==> config.mk <==
export PLATFORM = sky130hd
export DESIGN_NAME = watchdog_reset_timer
export DESIGN_NICKNAME = d
export VERILOG_FILES = /design/src/wdt_pkg.sv /design/src/wdt_link_if.sv /design/src/wdt_prescaler.sv /design/src/wdt_feed_check.sv /design/src/watchdog_reset_timer.sv
export SDC_FILE = /design/constraint.sdc
export NUM_CORES = 1
export LEC_CHECK = 0
export BUFFER_PORTS_ARGS = -buffer_cell sky130_fd_sc_hd__buf_4
export CAP_MARGIN = 30
export CORE_MARGIN = 3
export CORE_UTILIZATION = 29
export DETAILED_ROUTE_END_ITERATION = 16
export MAX_ROUTING_LAYER = met4
export PLACE_DENSITY = 0.46
export SYNTH_ARGS = -nofsm -noshare
export SYNTH_HDL_FRONTEND = slang
export SYNTH_SLANG_ARGS = --single-unit
==> constraint.sdc <==
create_clock -name clk -period 2.5 [get_ports clk]
set_input_delay 0 -clock clk [delete_from_list [all_inputs] [get_ports clk]]
set_output_delay 0 -clock clk [all_outputs]
set_load 0.05 [all_outputs]
==> src/wdt_pkg.sv <==
// Package with register map, field layout, reset values and types of the watchdog timer.
package wdt_pkg;

  localparam int ADDR_W = 8;
  localparam int DATA_W = 32;
  localparam int PRE_W = 13;
  localparam int CNT_W = 8;
  localparam int TAP_W = 3;
  localparam int IRQ_W = 2;
  localparam int HOLD_W = 4;

  // Byte offsets of the registers on the APB side.
  localparam logic [ADDR_W-1:0] OFF_CONTROL = 8'h00;
  localparam logic [ADDR_W-1:0] OFF_AUTOLOAD = 8'h04;
  localparam logic [ADDR_W-1:0] OFF_FEED_FIRST = 8'h08;
  localparam logic [ADDR_W-1:0] OFF_FEED_SECOND = 8'h0C;
  localparam logic [ADDR_W-1:0] OFF_IRQ_STATUS = 8'h10;
  localparam logic [ADDR_W-1:0] OFF_IRQ_MASK = 8'h14;
  localparam logic [ADDR_W-1:0] OFF_COUNTER = 8'h18;

  // Field positions inside the control register.
  localparam int CTRL_TAP_LSB = 5;
  localparam int CTRL_TAP_MSB = 7;
  localparam int CTRL_RUN_BIT = 2;
  localparam int CTRL_TOF_BIT = 1;

  // Event bits of the interrupt status and mask registers.
  localparam int IRQ_UNDERFLOW_BIT = 0;
  localparam int IRQ_FEEDFAIL_BIT = 1;

  // Reset values.
  localparam logic [TAP_W-1:0] TAP_RESET = 3'h7;
  localparam logic RUN_RESET = 1'b1;
  localparam logic [CNT_W-1:0] AUTOLOAD_RESET = 8'h00;
  localparam logic [PRE_W-1:0] PRE_CLEAR = 13'h0000;
  localparam logic [IRQ_W-1:0] IRQ_NONE = 2'h0;

  // Feed keys and the smallest divisor as a power of two (tap 0 divides by 32).
  localparam logic [7:0] FEED_KEY_FIRST = 8'hA5;
  localparam logic [7:0] FEED_KEY_SECOND = 8'h5A;
  localparam int TAP_BASE_SHIFT = 5;

  // Length of the system reset request in clk cycles.
  localparam logic [HOLD_W-1:0] RESET_HOLD_CYCLES = 4'h8;

  localparam logic [DATA_W-1:0] DATA_ZERO = 32'h0000_0000;

  typedef enum logic {FEED_IDLE, FEED_ARMED} feed_state_t;

endpackage : wdt_pkg

==> src/wdt_link_if.sv <==
// Interface joining the watchdog core with its prescaler and feed checker.
`timescale 1ns/100ps
interface wdt_link_if;
  logic tick;
  logic run;
  logic [wdt_pkg::TAP_W-1:0] tap;
  logic clear;
  logic decrement;
  logic busAccess;
  logic busWrite;
  logic hitFirst;
  logic hitSecond;
  logic [7:0] wdata;
  logic feedOk;
  logic feedFail;

  modport core (
    output tick, run, tap, clear, busAccess, busWrite, hitFirst, hitSecond, wdata,
    input decrement, feedOk, feedFail
  );
  modport prescale (input tick, run, tap, clear, output decrement);
  modport feed (input busAccess, busWrite, hitFirst, hitSecond, wdata, output feedOk, feedFail);
endinterface : wdt_link_if

==> src/wdt_prescaler.sv <==
// Thirteen-bit watchdog prescaler with a selectable decrement tap.
`timescale 1ns/100ps
module wdt_prescaler (
  input wire logic clk,
  input wire logic resetn,
  wdt_link_if.prescale link
);

  typedef struct packed {
    logic [wdt_pkg::PRE_W-1:0] count;
  } pre_state_t;

  pre_state_t state;
  pre_state_t next_state;

  // Low bits that must all be one for the selected tap to fire on the next tick.
  function automatic logic [wdt_pkg::PRE_W-1:0] tapMask(input logic [wdt_pkg::TAP_W-1:0] tap);
    logic [wdt_pkg::PRE_W:0] one;
    one = (wdt_pkg::PRE_W+1)'(1) << (int'(tap) + wdt_pkg::TAP_BASE_SHIFT);
    return wdt_pkg::PRE_W'(one - 1'b1);
  endfunction : tapMask

  logic [wdt_pkg::PRE_W-1:0] mask;

  always_comb begin
    mask = tapMask(link.tap);
    next_state = state;
    if (link.clear) begin
      next_state.count = wdt_pkg::PRE_CLEAR;
    end else if (link.tick && link.run) begin
      next_state.count = state.count + 1'b1;
    end
  end

  assign link.decrement = link.tick && link.run && ((state.count & mask) == mask);

  always_ff @(posedge clk or negedge resetn) begin
    if (!resetn) begin
      state.count <= wdt_pkg::PRE_CLEAR;
    end else begin
      state <= next_state;
    end
  end

endmodule : wdt_prescaler

==> src/wdt_feed_check.sv <==
// Checker of the two-write feed sequence.
`timescale 1ns/100ps
module wdt_feed_check (
  input wire logic clk,
  input wire logic resetn,
  wdt_link_if.feed link
);

  typedef struct packed {
    wdt_pkg::feed_state_t phase;
  } feed_reg_t;

  feed_reg_t state;
  feed_reg_t next_state;
  logic firstGood;
  logic secondGood;

  always_comb begin
    next_state = state;
    firstGood = link.busWrite && link.hitFirst && (link.wdata == wdt_pkg::FEED_KEY_FIRST);
    secondGood = link.busWrite && link.hitSecond && (link.wdata == wdt_pkg::FEED_KEY_SECOND);
    link.feedOk = 1'b0;
    link.feedFail = 1'b0;
    unique case (state.phase)
      wdt_pkg::FEED_IDLE: begin
        if (link.busAccess && firstGood) begin
          next_state.phase = wdt_pkg::FEED_ARMED;
        end
      end
      wdt_pkg::FEED_ARMED: begin
        if (link.busAccess) begin
          // Any access other than the correct second write breaks the feed.
          link.feedOk = secondGood;
          link.feedFail = !secondGood;
          next_state.phase = wdt_pkg::FEED_IDLE;
        end
      end
    endcase
  end

  always_ff @(posedge clk or negedge resetn) begin
    if (!resetn) begin
      state.phase <= wdt_pkg::FEED_IDLE;
    end else begin
      state <= next_state;
    end
  end

endmodule : wdt_feed_check

==> src/watchdog_reset_timer.sv <==
// Watchdog reset timer with APB register access, feed sequence and interrupt.
`timescale 1ns/100ps
//
// Summary of operation
// - Watchdog runs after every reset; software must stop it if unwanted.
// - A 13-bit prescaler drives an 8-bit down-counting main counter.
// - Prescaler counts timer clock; a tap among its upper bits decrements the counter.
// - Tap codes 0 to 7 divide by 32, 64, 128 up to 4096.
// - Decrement at zero signals underflow and reloads from the autoload value.
// - Autoload accepts 0x00 to 0xFF and every autoload clears the prescaler.
// - The main counter cannot be written directly, only autoloaded.
// - Writing 0xA5 then 0x5A to the two feed registers autoloads the counter.
// - Correct first write followed by a wrong second value resets immediately.
// - Any other register access between the feed writes fails and resets.
// - Tap and run writes are stored and take effect only after a valid feed.
// - External reset: run on, autoload zero, flag clear, largest tap, autoload.
// - An underflow coinciding with external reset leaves the timeout flag clear.
// - Underflow autoloads, sets the flag, keeps settings and requests system reset.
// - Software can read and clear the timeout flag.
// - Control bits 7..5 tap, bit 2 run, bit 1 timeout flag.
// - Timeout is timer-clock prescale times divisor times autoload plus one.
module watchdog_reset_timer (
  input wire logic clk,
  input wire logic resetn,
  input wire logic timerClock,
  input wire logic psel,
  input wire logic penable,
  input wire logic pwrite,
  input wire logic [wdt_pkg::ADDR_W-1:0] paddr,
  input wire logic [wdt_pkg::DATA_W-1:0] pwdata,
  output logic [wdt_pkg::DATA_W-1:0] prdata,
  output logic pready,
  output logic pslverr,
  output logic systemReset,
  output logic irq
);

  typedef struct packed {
    logic tclkMeta;
    logic tclkSync;
    logic tclkPrev;
    logic [wdt_pkg::TAP_W-1:0] tapPending;
    logic runPending;
    logic [wdt_pkg::TAP_W-1:0] tap;
    logic run;
    logic [wdt_pkg::CNT_W-1:0] autoload;
    logic [wdt_pkg::CNT_W-1:0] counter;
    logic timeoutFlag;
    logic [wdt_pkg::IRQ_W-1:0] irqStatus;
    logic [wdt_pkg::IRQ_W-1:0] irqMask;
    logic [wdt_pkg::HOLD_W-1:0] holdCount;
    logic resetOut;
    logic [wdt_pkg::DATA_W-1:0] readData;
    logic readErr;
  } core_state_t;

  core_state_t state;
  core_state_t next_state;

  wdt_link_if link ();

  wdt_prescaler u_prescaler (
    .clk(clk),
    .resetn(resetn),
    .link(link.prescale)
  );

  wdt_feed_check u_feed (
    .clk(clk),
    .resetn(resetn),
    .link(link.feed)
  );

  // Tells whether an address names one of the mapped registers.
  function automatic logic isMapped(input logic [wdt_pkg::ADDR_W-1:0] addr);
    return (addr == wdt_pkg::OFF_CONTROL) || (addr == wdt_pkg::OFF_AUTOLOAD) ||
           (addr == wdt_pkg::OFF_FEED_FIRST) || (addr == wdt_pkg::OFF_FEED_SECOND) ||
           (addr == wdt_pkg::OFF_IRQ_STATUS) || (addr == wdt_pkg::OFF_IRQ_MASK) ||
           (addr == wdt_pkg::OFF_COUNTER);
  endfunction : isMapped

  // Control register image: pending tap and run, live timeout flag.
  function automatic logic [wdt_pkg::DATA_W-1:0] controlImage(input core_state_t s);
    logic [wdt_pkg::DATA_W-1:0] v;
    v = wdt_pkg::DATA_ZERO;
    v[wdt_pkg::CTRL_TAP_MSB:wdt_pkg::CTRL_TAP_LSB] = s.tapPending;
    v[wdt_pkg::CTRL_RUN_BIT] = s.runPending;
    v[wdt_pkg::CTRL_TOF_BIT] = s.timeoutFlag;
    return v;
  endfunction : controlImage

  logic setupPhase;
  logic accessPhase;
  logic writeAccess;
  logic underflow;
  logic autoloadNow;
  logic watchdogEvent;
  logic [wdt_pkg::IRQ_W-1:0] irqSet;
  logic [wdt_pkg::IRQ_W-1:0] irqClear;

  always_comb begin
    next_state = state;
    setupPhase = psel && !penable;
    accessPhase = psel && penable;
    writeAccess = accessPhase && pwrite;
    irqClear = wdt_pkg::IRQ_NONE;

    // Timer clock arrives from a pin; only the second and third stages are looked at.
    next_state.tclkMeta = timerClock;
    next_state.tclkSync = state.tclkMeta;
    next_state.tclkPrev = state.tclkSync;

    // Main counter: decrement on each tap pulse, reload at zero.
    underflow = link.decrement && (state.counter == '0);
    autoloadNow = underflow || link.feedOk;
    watchdogEvent = underflow || link.feedFail;
    if (autoloadNow) begin
      next_state.counter = state.autoload;
    end else if (link.decrement) begin
      next_state.counter = state.counter - 1'b1;
    end

    // A valid feed commits the stored control settings.
    if (link.feedOk) begin
      next_state.tap = state.tapPending;
      next_state.run = state.runPending;
    end

    // Register writes take effect at the completing access edge.
    if (writeAccess) begin
      unique case (paddr)
        wdt_pkg::OFF_CONTROL: begin
          next_state.tapPending = pwdata[wdt_pkg::CTRL_TAP_MSB:wdt_pkg::CTRL_TAP_LSB];
          next_state.runPending = pwdata[wdt_pkg::CTRL_RUN_BIT];
          if (!pwdata[wdt_pkg::CTRL_TOF_BIT]) begin
            next_state.timeoutFlag = 1'b0;
          end
        end
        wdt_pkg::OFF_AUTOLOAD: begin
          next_state.autoload = pwdata[wdt_pkg::CNT_W-1:0];
        end
        wdt_pkg::OFF_IRQ_STATUS: begin
          irqClear = pwdata[wdt_pkg::IRQ_W-1:0];
        end
        wdt_pkg::OFF_IRQ_MASK: begin
          next_state.irqMask = pwdata[wdt_pkg::IRQ_W-1:0];
        end
        default: begin
          // Feed registers are handled by the checker; the counter is read-only.
          next_state.irqMask = state.irqMask;
        end
      endcase
    end

    // The hardware set wins over a software clear in the same cycle.
    if (watchdogEvent) begin
      next_state.timeoutFlag = 1'b1;
    end
    irqSet = wdt_pkg::IRQ_NONE;
    irqSet[wdt_pkg::IRQ_UNDERFLOW_BIT] = underflow;
    irqSet[wdt_pkg::IRQ_FEEDFAIL_BIT] = link.feedFail;
    next_state.irqStatus = (state.irqStatus & ~irqClear) | irqSet;

    // System reset request is stretched so the rest of the chip sees it.
    if (watchdogEvent) begin
      next_state.holdCount = wdt_pkg::RESET_HOLD_CYCLES;
    end else if (state.holdCount != '0) begin
      next_state.holdCount = state.holdCount - 1'b1;
    end
    next_state.resetOut = watchdogEvent || (state.holdCount > 1'b1);

    // Read data is captured in the setup phase so the answer comes from flops.
    next_state.readErr = 1'b0;
    if (setupPhase) begin
      next_state.readErr = !isMapped(paddr);
      next_state.readData = wdt_pkg::DATA_ZERO;
      if (!pwrite) begin
        unique case (paddr)
          wdt_pkg::OFF_CONTROL: begin
            next_state.readData = controlImage(state);
          end
          wdt_pkg::OFF_AUTOLOAD: begin
            next_state.readData[wdt_pkg::CNT_W-1:0] = state.autoload;
          end
          wdt_pkg::OFF_IRQ_STATUS: begin
            next_state.readData[wdt_pkg::IRQ_W-1:0] = state.irqStatus;
          end
          wdt_pkg::OFF_IRQ_MASK: begin
            next_state.readData[wdt_pkg::IRQ_W-1:0] = state.irqMask;
          end
          wdt_pkg::OFF_COUNTER: begin
            next_state.readData[wdt_pkg::CNT_W-1:0] = state.counter;
          end
          default: begin
            next_state.readData = wdt_pkg::DATA_ZERO;
          end
        endcase
      end
    end else if (!accessPhase) begin
      next_state.readData = wdt_pkg::DATA_ZERO;
    end
  end

  // Links to the prescaler and the feed checker.
  assign link.tick = state.tclkSync && !state.tclkPrev;
  assign link.run = state.run;
  assign link.tap = state.tap;
  assign link.clear = autoloadNow;
  assign link.busAccess = accessPhase;
  assign link.busWrite = pwrite;
  assign link.hitFirst = (paddr == wdt_pkg::OFF_FEED_FIRST);
  assign link.hitSecond = (paddr == wdt_pkg::OFF_FEED_SECOND);
  assign link.wdata = pwdata[7:0];

  always_ff @(posedge clk or negedge resetn) begin
    if (!resetn) begin
      state.tclkMeta <= 1'b0;
      state.tclkSync <= 1'b0;
      state.tclkPrev <= 1'b0;
      state.tapPending <= wdt_pkg::TAP_RESET;
      state.runPending <= wdt_pkg::RUN_RESET;
      state.tap <= wdt_pkg::TAP_RESET;
      state.run <= wdt_pkg::RUN_RESET;
      state.autoload <= wdt_pkg::AUTOLOAD_RESET;
      state.counter <= wdt_pkg::AUTOLOAD_RESET;
      state.timeoutFlag <= 1'b0;
      state.irqStatus <= wdt_pkg::IRQ_NONE;
      state.irqMask <= wdt_pkg::IRQ_NONE;
      state.holdCount <= '0;
      state.resetOut <= 1'b0;
      state.readData <= wdt_pkg::DATA_ZERO;
      state.readErr <= 1'b0;
    end else begin
      state <= next_state;
    end
  end

  // Zero wait states: every access phase completes in its first cycle.
  assign pready = 1'b1;
  assign prdata = state.readData;
  assign pslverr = accessPhase && state.readErr;
  assign systemReset = state.resetOut;
  assign irq = |(state.irqStatus & state.irqMask);

endmodule : watchdog_reset_timer

==> results.py, run 1 <==
metrics = {
    "run_status": {
        "status": "completed",
    },
    "sta": {
        "hold_viol": 0,
        "setup_viol": 0,
        "rsz0062_at_grt": "no",
        "slew_headroom_pct": 48.5,
        "skew_ns": 0.00743,
        "fmax_mhz": 428,
        "finalCriticalPeriod_ns": 2.34,
        "drv_slew": 0,
        "worstMarginPinSlew_ns": 0.772,
        "post-route-period-util_pct": 93.5,
        "setup-tns-final_ns": 0,
    },
    "power_and_ir_drop": {
        "p_per_area_nw_per_um2": 638,
        "vdd_drop_max_v": 0.000434,
        "cellLeakagePower_nw": 1.80,
    },
    "synthesis": {
        "yosysWarnings": 0,
        "synth-edff-count": 0,
        "synth.avg_cell_area_um2": 10.1,
        "ys_seq_area_share_pct": 42.9,
        "synth-main-ff-cell": "dfrtp_1",
        "yosysTopAreaCell": "dfrtp_1",
        "ys_ff_latch": 59,
        "synthCells": 342,
        "yosys.cell_types.count": 66,
        "synth_area_leaders": "dfrtp_1, buf_4, dfstp_2",
        "synthArstFlopShare_pct": 100,
        "synth_area_um2": 3470,
        "synth_most_common_cell": "dfrtp_1",
        "ys_top_cells_by_count": "dfrtp_1, nand2_1, buf_4",
        "synth_top_area_share_pct": 36.8,
    },
    "global_routing": {
        "overflow": 0,
        "grt_pass1_vias": 2630,
        "grt_pass1_wl_um": 13700,
        "antenna_found_initial": 0,
        "grt_usage_pct": 13.5,
        "grt_max_degree": 60,
    },
    "worst_setup_path": {
        "path_cells": "inv_1 > ha_1 > or2b_2 > or4_1 > nor4_2 > mux2_2 > nor3_1",
        "rr_worst_depth": 7,
        "r2r-start": "state[43]$_DFFE_PN0P_",
        "slowest_stage": "dfrtp_1",
        "timing.rr.end": "state[49]$_DFFE_PN0P_",
        "endpoint_kind": "flip-flop",
        "worst-path-max-fanout": 5,
        "slowest_delay_ns": 0.42,
        "reg2reg_slack_ns": 0.16,
        "cp-start-kind": "flip-flop",
        "crit_type": "flip-flop to flip-flop",
        "crit_arrival_ns": 2.57,
        "crit_required_ns": 2.73,
    },
    "detailed_routing": {
        "wl_per_cell_um": 14.9,
        "final_antenna_net_count": 0,
        "viasPerCell": 4.88,
        "drt_pre_antenna_iters": 5,
        "drc": 0,
        "routed_wl_um": 8030,
        "num_vias": 2625,
        "drtIter0Drc": 109,
    },
    "floorplan": {
        "start_util_pct": 30.0,
        "dieArea_um2": 13300,
        "fp-row-count": 39,
        "die_x_um": 115,
        "io_pins": 82,
        "die_h_um": 115,
        "core_area_um2": 11600,
    },
    "clocking": {
        "clk_pin_slew_worst_paths_ns": 0.05,
        "post_cts_buffers": 0,
        "clk_latency_ns": 0.32,
        "cts_tree": "built",
        "clockBufferDepth": 2,
        "cts.sinks": 59,
        "htree_levels": 3,
        "cts_buffers": 9,
        "clock-root-buffer": "clkbuf_16",
    },
    "place": {
        "hpwl_um": 5800,
        "gp_congestion": 0.806,
        "io_buffers": 32,
        "placed_area_um2": 3720,
    },
    "job": {
        "cap_violations": 0,
    },
    "finish": {
        "nNetsFinal": 442,
        "drive_gt1_share_pct": 25.8,
        "antenna_cells": 0,
        "regArea_um2": 1490,
        "multi_input_area_um2": 1700,
        "synthToLayoutAreaGrowth_pct": 20.0,
        "fill_cells": 1154,
        "fin_area_um2": 4160,
    },
    "hold_path": {
        "hp-start": "paddr[2]",
        "holdPathStages": 2,
        "whs_endpoint": "u_feed.state$_DFF_PN0_",
        "hold_path_class": "input pin to flip-flop",
    },
}
==> timing repair <==
action | in CTS | in global routing
gates resized for setup | 0 | 1
endpoints found under the hold margin | 69 | 0
hold buffers | 13 | 0
setup endpoints to repair | 0 | 1
==> placed cells by master, fill, tap and decap left out, types with 6 or more instances in the layout <==
cell type      netlist  final
a21oi_1              7      7
and2_1               6      6
buf_4               35     43
clkbuf_16            0      9
conb_1               2     25
dfrtp_1             51     51
dfstp_2              8      8
dlygate4sd3_1        0     13
ha_1                 6      6
inv_1               10     10
mux2_2              17     17
nand2_1             40     40
nand2b_1             6      6
nand3_1              7      7
nor2_1              27     27
nor3_1              10     10
o21ai_0              9      9
xnor2_1              8      8
==> flip-flops by register name, indices dropped and copies added, names as in the netlist <==
signal,flops
prdata,8
u_prescaler.state,12
link.tap,3
next_state,2
state,31
link.run,1
u_feed.state,1
systemReset,1
==> layout make-up <==
type,count,area share [%]
clock buffer,15,7.15
sequential,59,35.7
inverter,10,0.902
multi-input combinational,254,40.9
timing repair buffer,56,10.9
clock inverter,1,0.120
tap,143,4.30
==> power by group <==
part / switching, mW / leakage, nW / total (mW) / internal [mW]
clock network: 0.425 / 0.152 / 1.23 / 0.805
logic: 0.240 / 0.950 / 0.380 / 0.140
registers: 0.0372 / 0.696 / 1.05 / 1.01
total: 0.702 / 1.80 / 2.66 / 1.95
==> worst max-delay path: cells and delay by family, from the launching register on <==
kind                       cells  cell delay (ns)
and+or+nand+nor                4             1.20
adders and majority gates      1             0.16
DFF                            1             0.42
muxes                          1             0.36
buffers and inverters          1             0.10
==> per-stage QoR <==
step / instances / hold slack [ns] / power, mW / setup WS [ns] / util, %
4_1_cts: 538 / 0.00325 / 2.69 / 0.136 / 35.9
3_5_place_dp: 509 / 0.111 / 1.43 / 0.202 / 32.2
6_report: 538 / 0.0167 / 2.66 / 0.162 / 36.0
2_1_floorplan: 365 / -0.296 / 1.35 / 0.353 / -
5_1_grt: 538 / 0.0262 / 2.79 / 0.0153 / 36.0
3_3_place_gp: 509 / 0.110 / 1.42 / 0.247 / 32.2
==> how the worst max path moves through the flow <==
stage / start / to / cells past startpoint
CTS: state[43]$_DFFE_PN0P_ / state[49]$_DFFE_PN0P_ / 7
floorplan: state[43]$_DFFE_PN0P_ / state[49]$_DFFE_PN0P_ / 7
finish: state[43]$_DFFE_PN0P_ / state[49]$_DFFE_PN0P_ / 7
global route: state[43]$_DFFE_PN0P_ / state[49]$_DFFE_PN0P_ / 7
global placement: state[43]$_DFFE_PN0P_ / state[49]$_DFFE_PN0P_ / 7
detailed placement: state[43]$_DFFE_PN0P_ / state[49]$_DFFE_PN0P_ / 7
==> cell families after synthesis <==
group | after synthesis | share of synthesized area [%]
compound gates | 53 | 11.8
xor+xnor | 12 | 3.03
fa+ha+maj | 6 | 2.16
buf+inv | 52 | 10.7
flops | 59 | 42.9
mux | 19 | 6.10
other cells | 2 | 0.217
simple gates | 139 | 23.1
==> per-layer routing <==
metal	global-route usage, %	up-vias	part of all wire, %
met3	2.05	10	3.2
li1	-	1262	-
met5	-	-	0
met1	18.2	1299	48
met2	20.4	54	47
met4	5.16	0	1.8
No activity file was read; power rests on OpenSTA's default activity.
==> run 2, diff against run 1 <==
--- a/config.mk
+++ b/config.mk
@@ -9,6 +9,7 @@
 export CAP_MARGIN = 30
 export CORE_MARGIN = 3
 export CORE_UTILIZATION = 29
+export CTS_BUF_LIST = sky130_fd_sc_hd__clkbuf_8
 export DETAILED_ROUTE_END_ITERATION = 16
 export MAX_ROUTING_LAYER = met4
 export PLACE_DENSITY = 0.46
==> run 2 against run 1 <==
Wire length about the same; combinational power about the same; sequential power about the same; non-clock buffer count increased by 1; hold slack improved by 0.054 ns; sequential cell count unchanged; register-to-register slack improved by 0.06 ns; cell area decreased by 2.2%; die area unchanged; global-route usage about the same; critical endpoint unchanged; largest power group is now sequential cells; highest routed layer unchanged.
==> results.py, run 2 (same netlist as run 1, synthesis figures left out) <==
metrics = {
    "run_status": {
        "status": "completed",
    },
    "worst_setup_path": {
        "timing.rr.end": "state[49]$_DFFE_PN0P_",
        "crit_type": "flip-flop to flip-flop",
        "path_depth": 7,
        "slowest_stage": "dfrtp_1",
        "cp-endpoint": "state[49]$_DFFE_PN0P_",
        "path_cells": "inv_1 > ha_1 > or2b_2 > or4_1 > nor4_2 > mux2_2 > nor3_1",
        "crit_required_ns": 2.75,
        "endpoint_kind": "flip-flop",
        "slowest_delay_ns": 0.43,
        "crit_arrival_ns": 2.53,
        "rr_worst_depth": 7,
        "cp-start-kind": "flip-flop",
        "r2r-start": "state[43]$_DFFE_PN0P_",
        "worstSetupStartpoint": "state[43]$_DFFE_PN0P_",
        "cp_top_family": "simple AND/OR/NAND/NOR gates",
        "path_buf_inv": 1,
        "reg2reg_slack_ns": 0.22,
        "worst-path-max-fanout": 5,
    },
    "floorplan": {
        "fp-row-count": 39,
        "die_x_um": 115,
        "core_area_um2": 11600,
        "start_util_pct": 30.0,
        "io_pins": 82,
        "die_h_um": 115,
        "dieArea_um2": 13300,
    },
    "finish": {
        "fin_cells": 539,
        "fin_util_pct": 35.2,
        "fill_cells": 1155,
        "final_cell_mix": "dfrtp_1, buf_4, nand2_1, nor2_1, conb_1",
        "synthToLayoutAreaGrowth_pct": 17.4,
        "layout_commonest_cell": "dfrtp_1",
        "drive_gt1_share_pct": 25.8,
        "nNetsFinal": 443,
        "antenna_cells": 0,
        "largest_reg_flops": 31,
        "top_register": "state",
    },
    "clocking": {
        "htree_levels": 3,
        "cts.sinks": 59,
        "cts_tree": "built",
        "clockBufferDepth": 2,
        "cts_buffers": 9,
        "clk_pin_slew_worst_paths_ns": 0.07,
        "post_cts_buffers": 0,
        "clock-root-buffer": "clkbuf_8",
        "clk_latency_ns": 0.33,
    },
    "detailed_routing": {
        "drc": 0,
        "drt_pre_antenna_iters": 4,
        "final_antenna_net_count": 0,
        "routed_wl_um": 8040,
        "wl_per_cell_um": 14.9,
        "num_vias": 2610,
        "drtIter0Drc": 114,
        "viasPerCell": 4.84,
    },
    "sta": {
        "rsz0062_at_grt": "no",
        "fmax_mhz": 439,
        "setup-tns-final_ns": 0,
        "post-route-period-util_pct": 91.2,
        "hold_viol": 0,
        "slew_headroom_pct": 49.0,
        "whs_ns": 0.0703,
        "drv_slew": 0,
        "worstMarginPinSlew_ns": 0.765,
        "timing.final.ws_setup_ns": 0.220,
        "skew_ns": 0.00844,
        "finalCriticalPeriod_ns": 2.28,
        "setup_viol": 0,
    },
    "place": {
        "place_ws_ns": 0.202,
        "io_buffers": 32,
        "gp_congestion": 0.806,
        "dp.cells": 509,
        "hpwl_um": 5800,
    },
    "power_and_ir_drop": {
        "cellLeakagePower_nw": 1.76,
        "vdd_drop_max_v": 0.000418,
        "p_per_area_nw_per_um2": 564,
    },
    "global_routing": {
        "grt_usage_pct": 13.5,
        "grt_max_degree": 60,
        "overflow": 0,
        "antenna_found_initial": 0,
        "grt_pass1_wl_um": 13700,
        "grt_pass1_vias": 2632,
    },
    "job": {
        "cap_violations": 0,
    },
    "hold_path": {
        "hold_path_class": "input pin to flip-flop",
        "hp-start": "paddr[4]",
    },
}
-- run 2: per-stage QoR --
| step | power (mW) | instance area (um^2) |
|---|---|---|
| after floorplan | 1.35 | 3550 |
| final | 2.30 | 4070 |
| after detailed placement | 1.43 | 3720 |
| after global routing | 2.44 | 4070 |
| after global placement | 1.42 | 3720 |
| after CTS | 2.33 | 4070 |
-- run 2: where the power goes --
group | total [mW] | internal (mW) | switching (mW)
clock network | 0.869 | 0.491 | 0.378
registers | 1.05 | 1.01 | 0.0372
logic | 0.381 | 0.141 | 0.240
total | 2.30 | 1.64 | 0.656
-- run 2: metal layers --
layer / part of all wire, % / track usage, %
met5: 0 / -
met4: 1.6 / 5.09
met3: 3.1 / 2.05
met2: 47 / 20.3
met1: 48 / 18.4
-- run 2: worst reg2reg max path, cell delays in order, from the launching register on --
cell     delay [ns]
dfrtp_1        0.43
inv_1          0.10
ha_1           0.16
or2b_2         0.34
or4_1          0.42
nor4_2         0.24
mux2_2         0.36
nor3_1         0.16
-- run 2: what timing repair did --
item / 4_1_cts / 5_1_grt
setup endpoints to repair: 0 / 1
hold buffers: 14 / 0
gates resized for setup: 0 / 1
hold endpoints to repair: 70 / 0
-- run 2: how the worst min path moves through the flow --
stage	endpoint	slack, ns	depth (start not counted)
2_1_floorplan	next_state[67]$_DFF_PN0_	-0.30	0
3_3_place_gp	next_state[68]$_DFF_PN0_	0.11	1
3_5_place_dp	next_state[68]$_DFF_PN0_	0.11	1
4_1_cts	u_feed.state$_DFF_PN0_	0.04	4
5_1_grt	u_feed.state$_DFF_PN0_	0.08	4
6_report	u_feed.state$_DFF_PN0_	0.07	4
-- run 2: final cells by class --
cell class | count | area [um^2] | area share, %
multi-input cells | 254 | 1700 | 41.9
repair buffers | 57 | 463 | 11.4
clock buffers | 14 | 193 | 4.73
inverters | 10 | 37.5 | 0.922
clock inverters | 2 | 8.76 | 0.215
flip-flops and latches | 59 | 1490 | 36.5
well taps | 143 | 179 | 4.39
==> run 3, diff against run 2 <==
--- a/config.mk
+++ b/config.mk
@@ -12,7 +12,6 @@
 export CTS_BUF_LIST = sky130_fd_sc_hd__clkbuf_8
 export DETAILED_ROUTE_END_ITERATION = 16
 export MAX_ROUTING_LAYER = met4
-export PLACE_DENSITY = 0.46
 export SYNTH_ARGS = -nofsm -noshare
 export SYNTH_HDL_FRONTEND = slang
 export SYNTH_SLANG_ARGS = --single-unit
==> run 3 against run 2 <==
Sequential cell count unchanged; largest power group unchanged; die area did not move; via count up 0.31%.
==> results.py, run 3 (same netlist as run 1, synthesis figures left out) <==
metrics = {
    "job": {
        "cap_violations": 0,
    },
    "worst_setup_path": {
        "slowest_stage": "dfrtp_1",
        "endpoint_kind": "flip-flop",
        "path_cells": "inv_1 > ha_1 > or2b_2 > or4_1 > nor4_2 > mux2_2 > nor3_1",
        "cp-start-kind": "flip-flop",
        "crit_required_ns": 2.75,
        "slowest_delay_ns": 0.42,
        "path_buf_inv": 1,
        "cp_top_family": "simple AND/OR/NAND/NOR gates",
        "crit_type": "flip-flop to flip-flop",
        "worst-path-max-fanout": 5,
        "crit_arrival_ns": 2.52,
    },
    "finish": {
        "fin_area_um2": 4070,
        "layout_commonest_cell": "dfrtp_1",
        "regArea_um2": 1490,
        "top_register": "state",
        "largest_reg_flops": 31,
        "antenna_cells": 0,
        "synthToLayoutAreaGrowth_pct": 17.2,
        "nNetsFinal": 443,
        "final_cell_mix": "dfrtp_1, buf_4, nand2_1, nor2_1, conb_1",
        "drive_gt1_share_pct": 25.5,
        "multi_input_area_um2": 1700,
        "fill_cells": 1180,
    },
    "sta": {
        "post-route-period-util_pct": 90.5,
        "skew_ns": 0.00767,
        "rsz0062_at_grt": "no",
        "fmax_mhz": 442,
        "worstMarginPinSlew_ns": 0.753,
        "setup_viol": 0,
        "slew_headroom_pct": 49.8,
        "finalCriticalPeriod_ns": 2.26,
        "drv_slew": 0,
        "setup-tns-final_ns": 0,
        "whs_ns": 0.0661,
        "hold_viol": 0,
    },
    "clocking": {
        "clockBufferDepth": 2,
        "cts.sinks": 59,
        "cts_tree": "built",
        "cts_buffers": 9,
        "clock-root-buffer": "clkbuf_8",
        "clk_pin_slew_worst_paths_ns": 0.07,
        "htree_levels": 3,
        "clk_latency_ns": 0.34,
    },
    "place": {
        "gp_congestion": 0.801,
        "placed_area_um2": 3720,
        "io_buffers": 32,
        "hpwl_um": 5550,
    },
    "global_routing": {
        "grt_pass1_vias": 2639,
        "grt_usage_pct": 13.0,
        "grt_max_degree": 60,
        "overflow": 0,
        "grt_pass1_wl_um": 13300,
        "antenna_found_initial": 0,
    },
    "detailed_routing": {
        "viasPerCell": 4.86,
        "routed_wl_um": 7650,
        "drt_pre_antenna_iters": 4,
        "final_antenna_net_count": 0,
        "wl_per_cell_um": 14.2,
        "drc": 0,
        "num_vias": 2618,
        "drtIter0Drc": 112,
    },
    "floorplan": {
        "fp-row-count": 39,
        "die_h_um": 115,
        "start_util_pct": 30.0,
        "dieArea_um2": 13300,
        "core_area_um2": 11600,
        "io_pins": 82,
        "die_x_um": 115,
    },
    "power_and_ir_drop": {
        "swShare_pct": 28.8,
        "internal_power_mw": 1.63,
        "combPwrFrac_pct": 16.8,
        "p_seq_share_pct": 45.6,
        "p_sw_mw": 0.661,
        "vdd_drop_max_v": 0.000362,
        "p_per_area_nw_per_um2": 563,
        "pwr-share-clk_pct": 37.7,
        "cellLeakagePower_nw": 1.76,
    },
    "hold_path": {
        "hold_path_class": "input pin to flip-flop",
    },
    "run_status": {
        "status": "completed",
    },
}
run 3: cell types whose count changed in the layout (fill, tap and decap cells not counted):
cell        change
clkbuf_8        -4
clkinvlp_4      +1
clkinv_4        +1
bufinv_16       +1
inv_1           +1
run 3: path summary, 6_finish.rpt:
kind                                             to  slack, ns  cells after the start                      from
max reg2reg                   state[49]$_DFFE_PN0P_       0.24                      7     state[43]$_DFFE_PN0P_
min                          u_feed.state$_DFF_PN0_       0.07                      4                  paddr[4]
max in group asynchronous     state[38]$_DFFE_PN0P_       1.70                      2                    resetn
max                           state[49]$_DFFE_PN0P_       0.24                      7     state[43]$_DFFE_PN0P_
min reg2reg                next_state[67]$_DFF_PN0_       0.35                      0  next_state[68]$_DFF_PN0_
min in group asynchronous     state[55]$_DFFE_PN0P_       0.29                      2                    resetn
run 3: per-stage QoR:
step / cells / total power [mW] / setup WS, ns / utilization [%]
finish: 539 / 2.29 / 0.236 / 35.2
global route: 539 / 2.42 / 0.0601 / 35.2
CTS: 539 / 2.32 / 0.209 / 35.1
detailed placement: 509 / 1.43 / 0.219 / 32.2
global placement: 509 / 1.42 / 0.246 / 32.2
floorplan: 365 / 1.35 / 0.353 / -
run 3: worst reg2reg max path, cell delays in order, from the launching register on:
cell	delay, ns
dfrtp_1	0.42
inv_1	0.09
ha_1	0.16
or2b_2	0.34
or4_1	0.42
nor4_2	0.23
mux2_2	0.37
nor3_1	0.16
run 3: layout make-up:
cell class              count  area share (%)
well taps                 143            4.40
flip-flops and latches     59            36.6
clock buffers              10            3.38
repair buffers             57            11.4
inverters                  10           0.923
clock inverters             6            1.45
multi-input cells         254            41.9
run 3: timing repair:
action / in CTS / in global routing
resized for setup: 0 / 1
hold endpoints to repair: 70 / 0
setup buffers: 0 / 0
hold buffers: 14 / 0
endpoints found under the setup margin: 0 / 1
run 3: routing by layer:
| layer | GRT usage, % | part of all wire (%) |
|---|---|---|
| met3 | 2.32 | 3.5 |
| met4 | 6.03 | 1.5 |
| met2 | 19.6 | 48 |
| met5 | - | 0 |
| met1 | 16.9 | 47 |
run 3: power groups by stage:
stage                     clock network (mW)  logic [mW]  registers, mW
after detailed placement                   0       0.371           1.06
final                                  0.863       0.384           1.04
after global placement                     0       0.356           1.06
after CTS                              0.890       0.390           1.04
after global routing                   0.934       0.434           1.05
after floorplan                            0       0.286           1.07
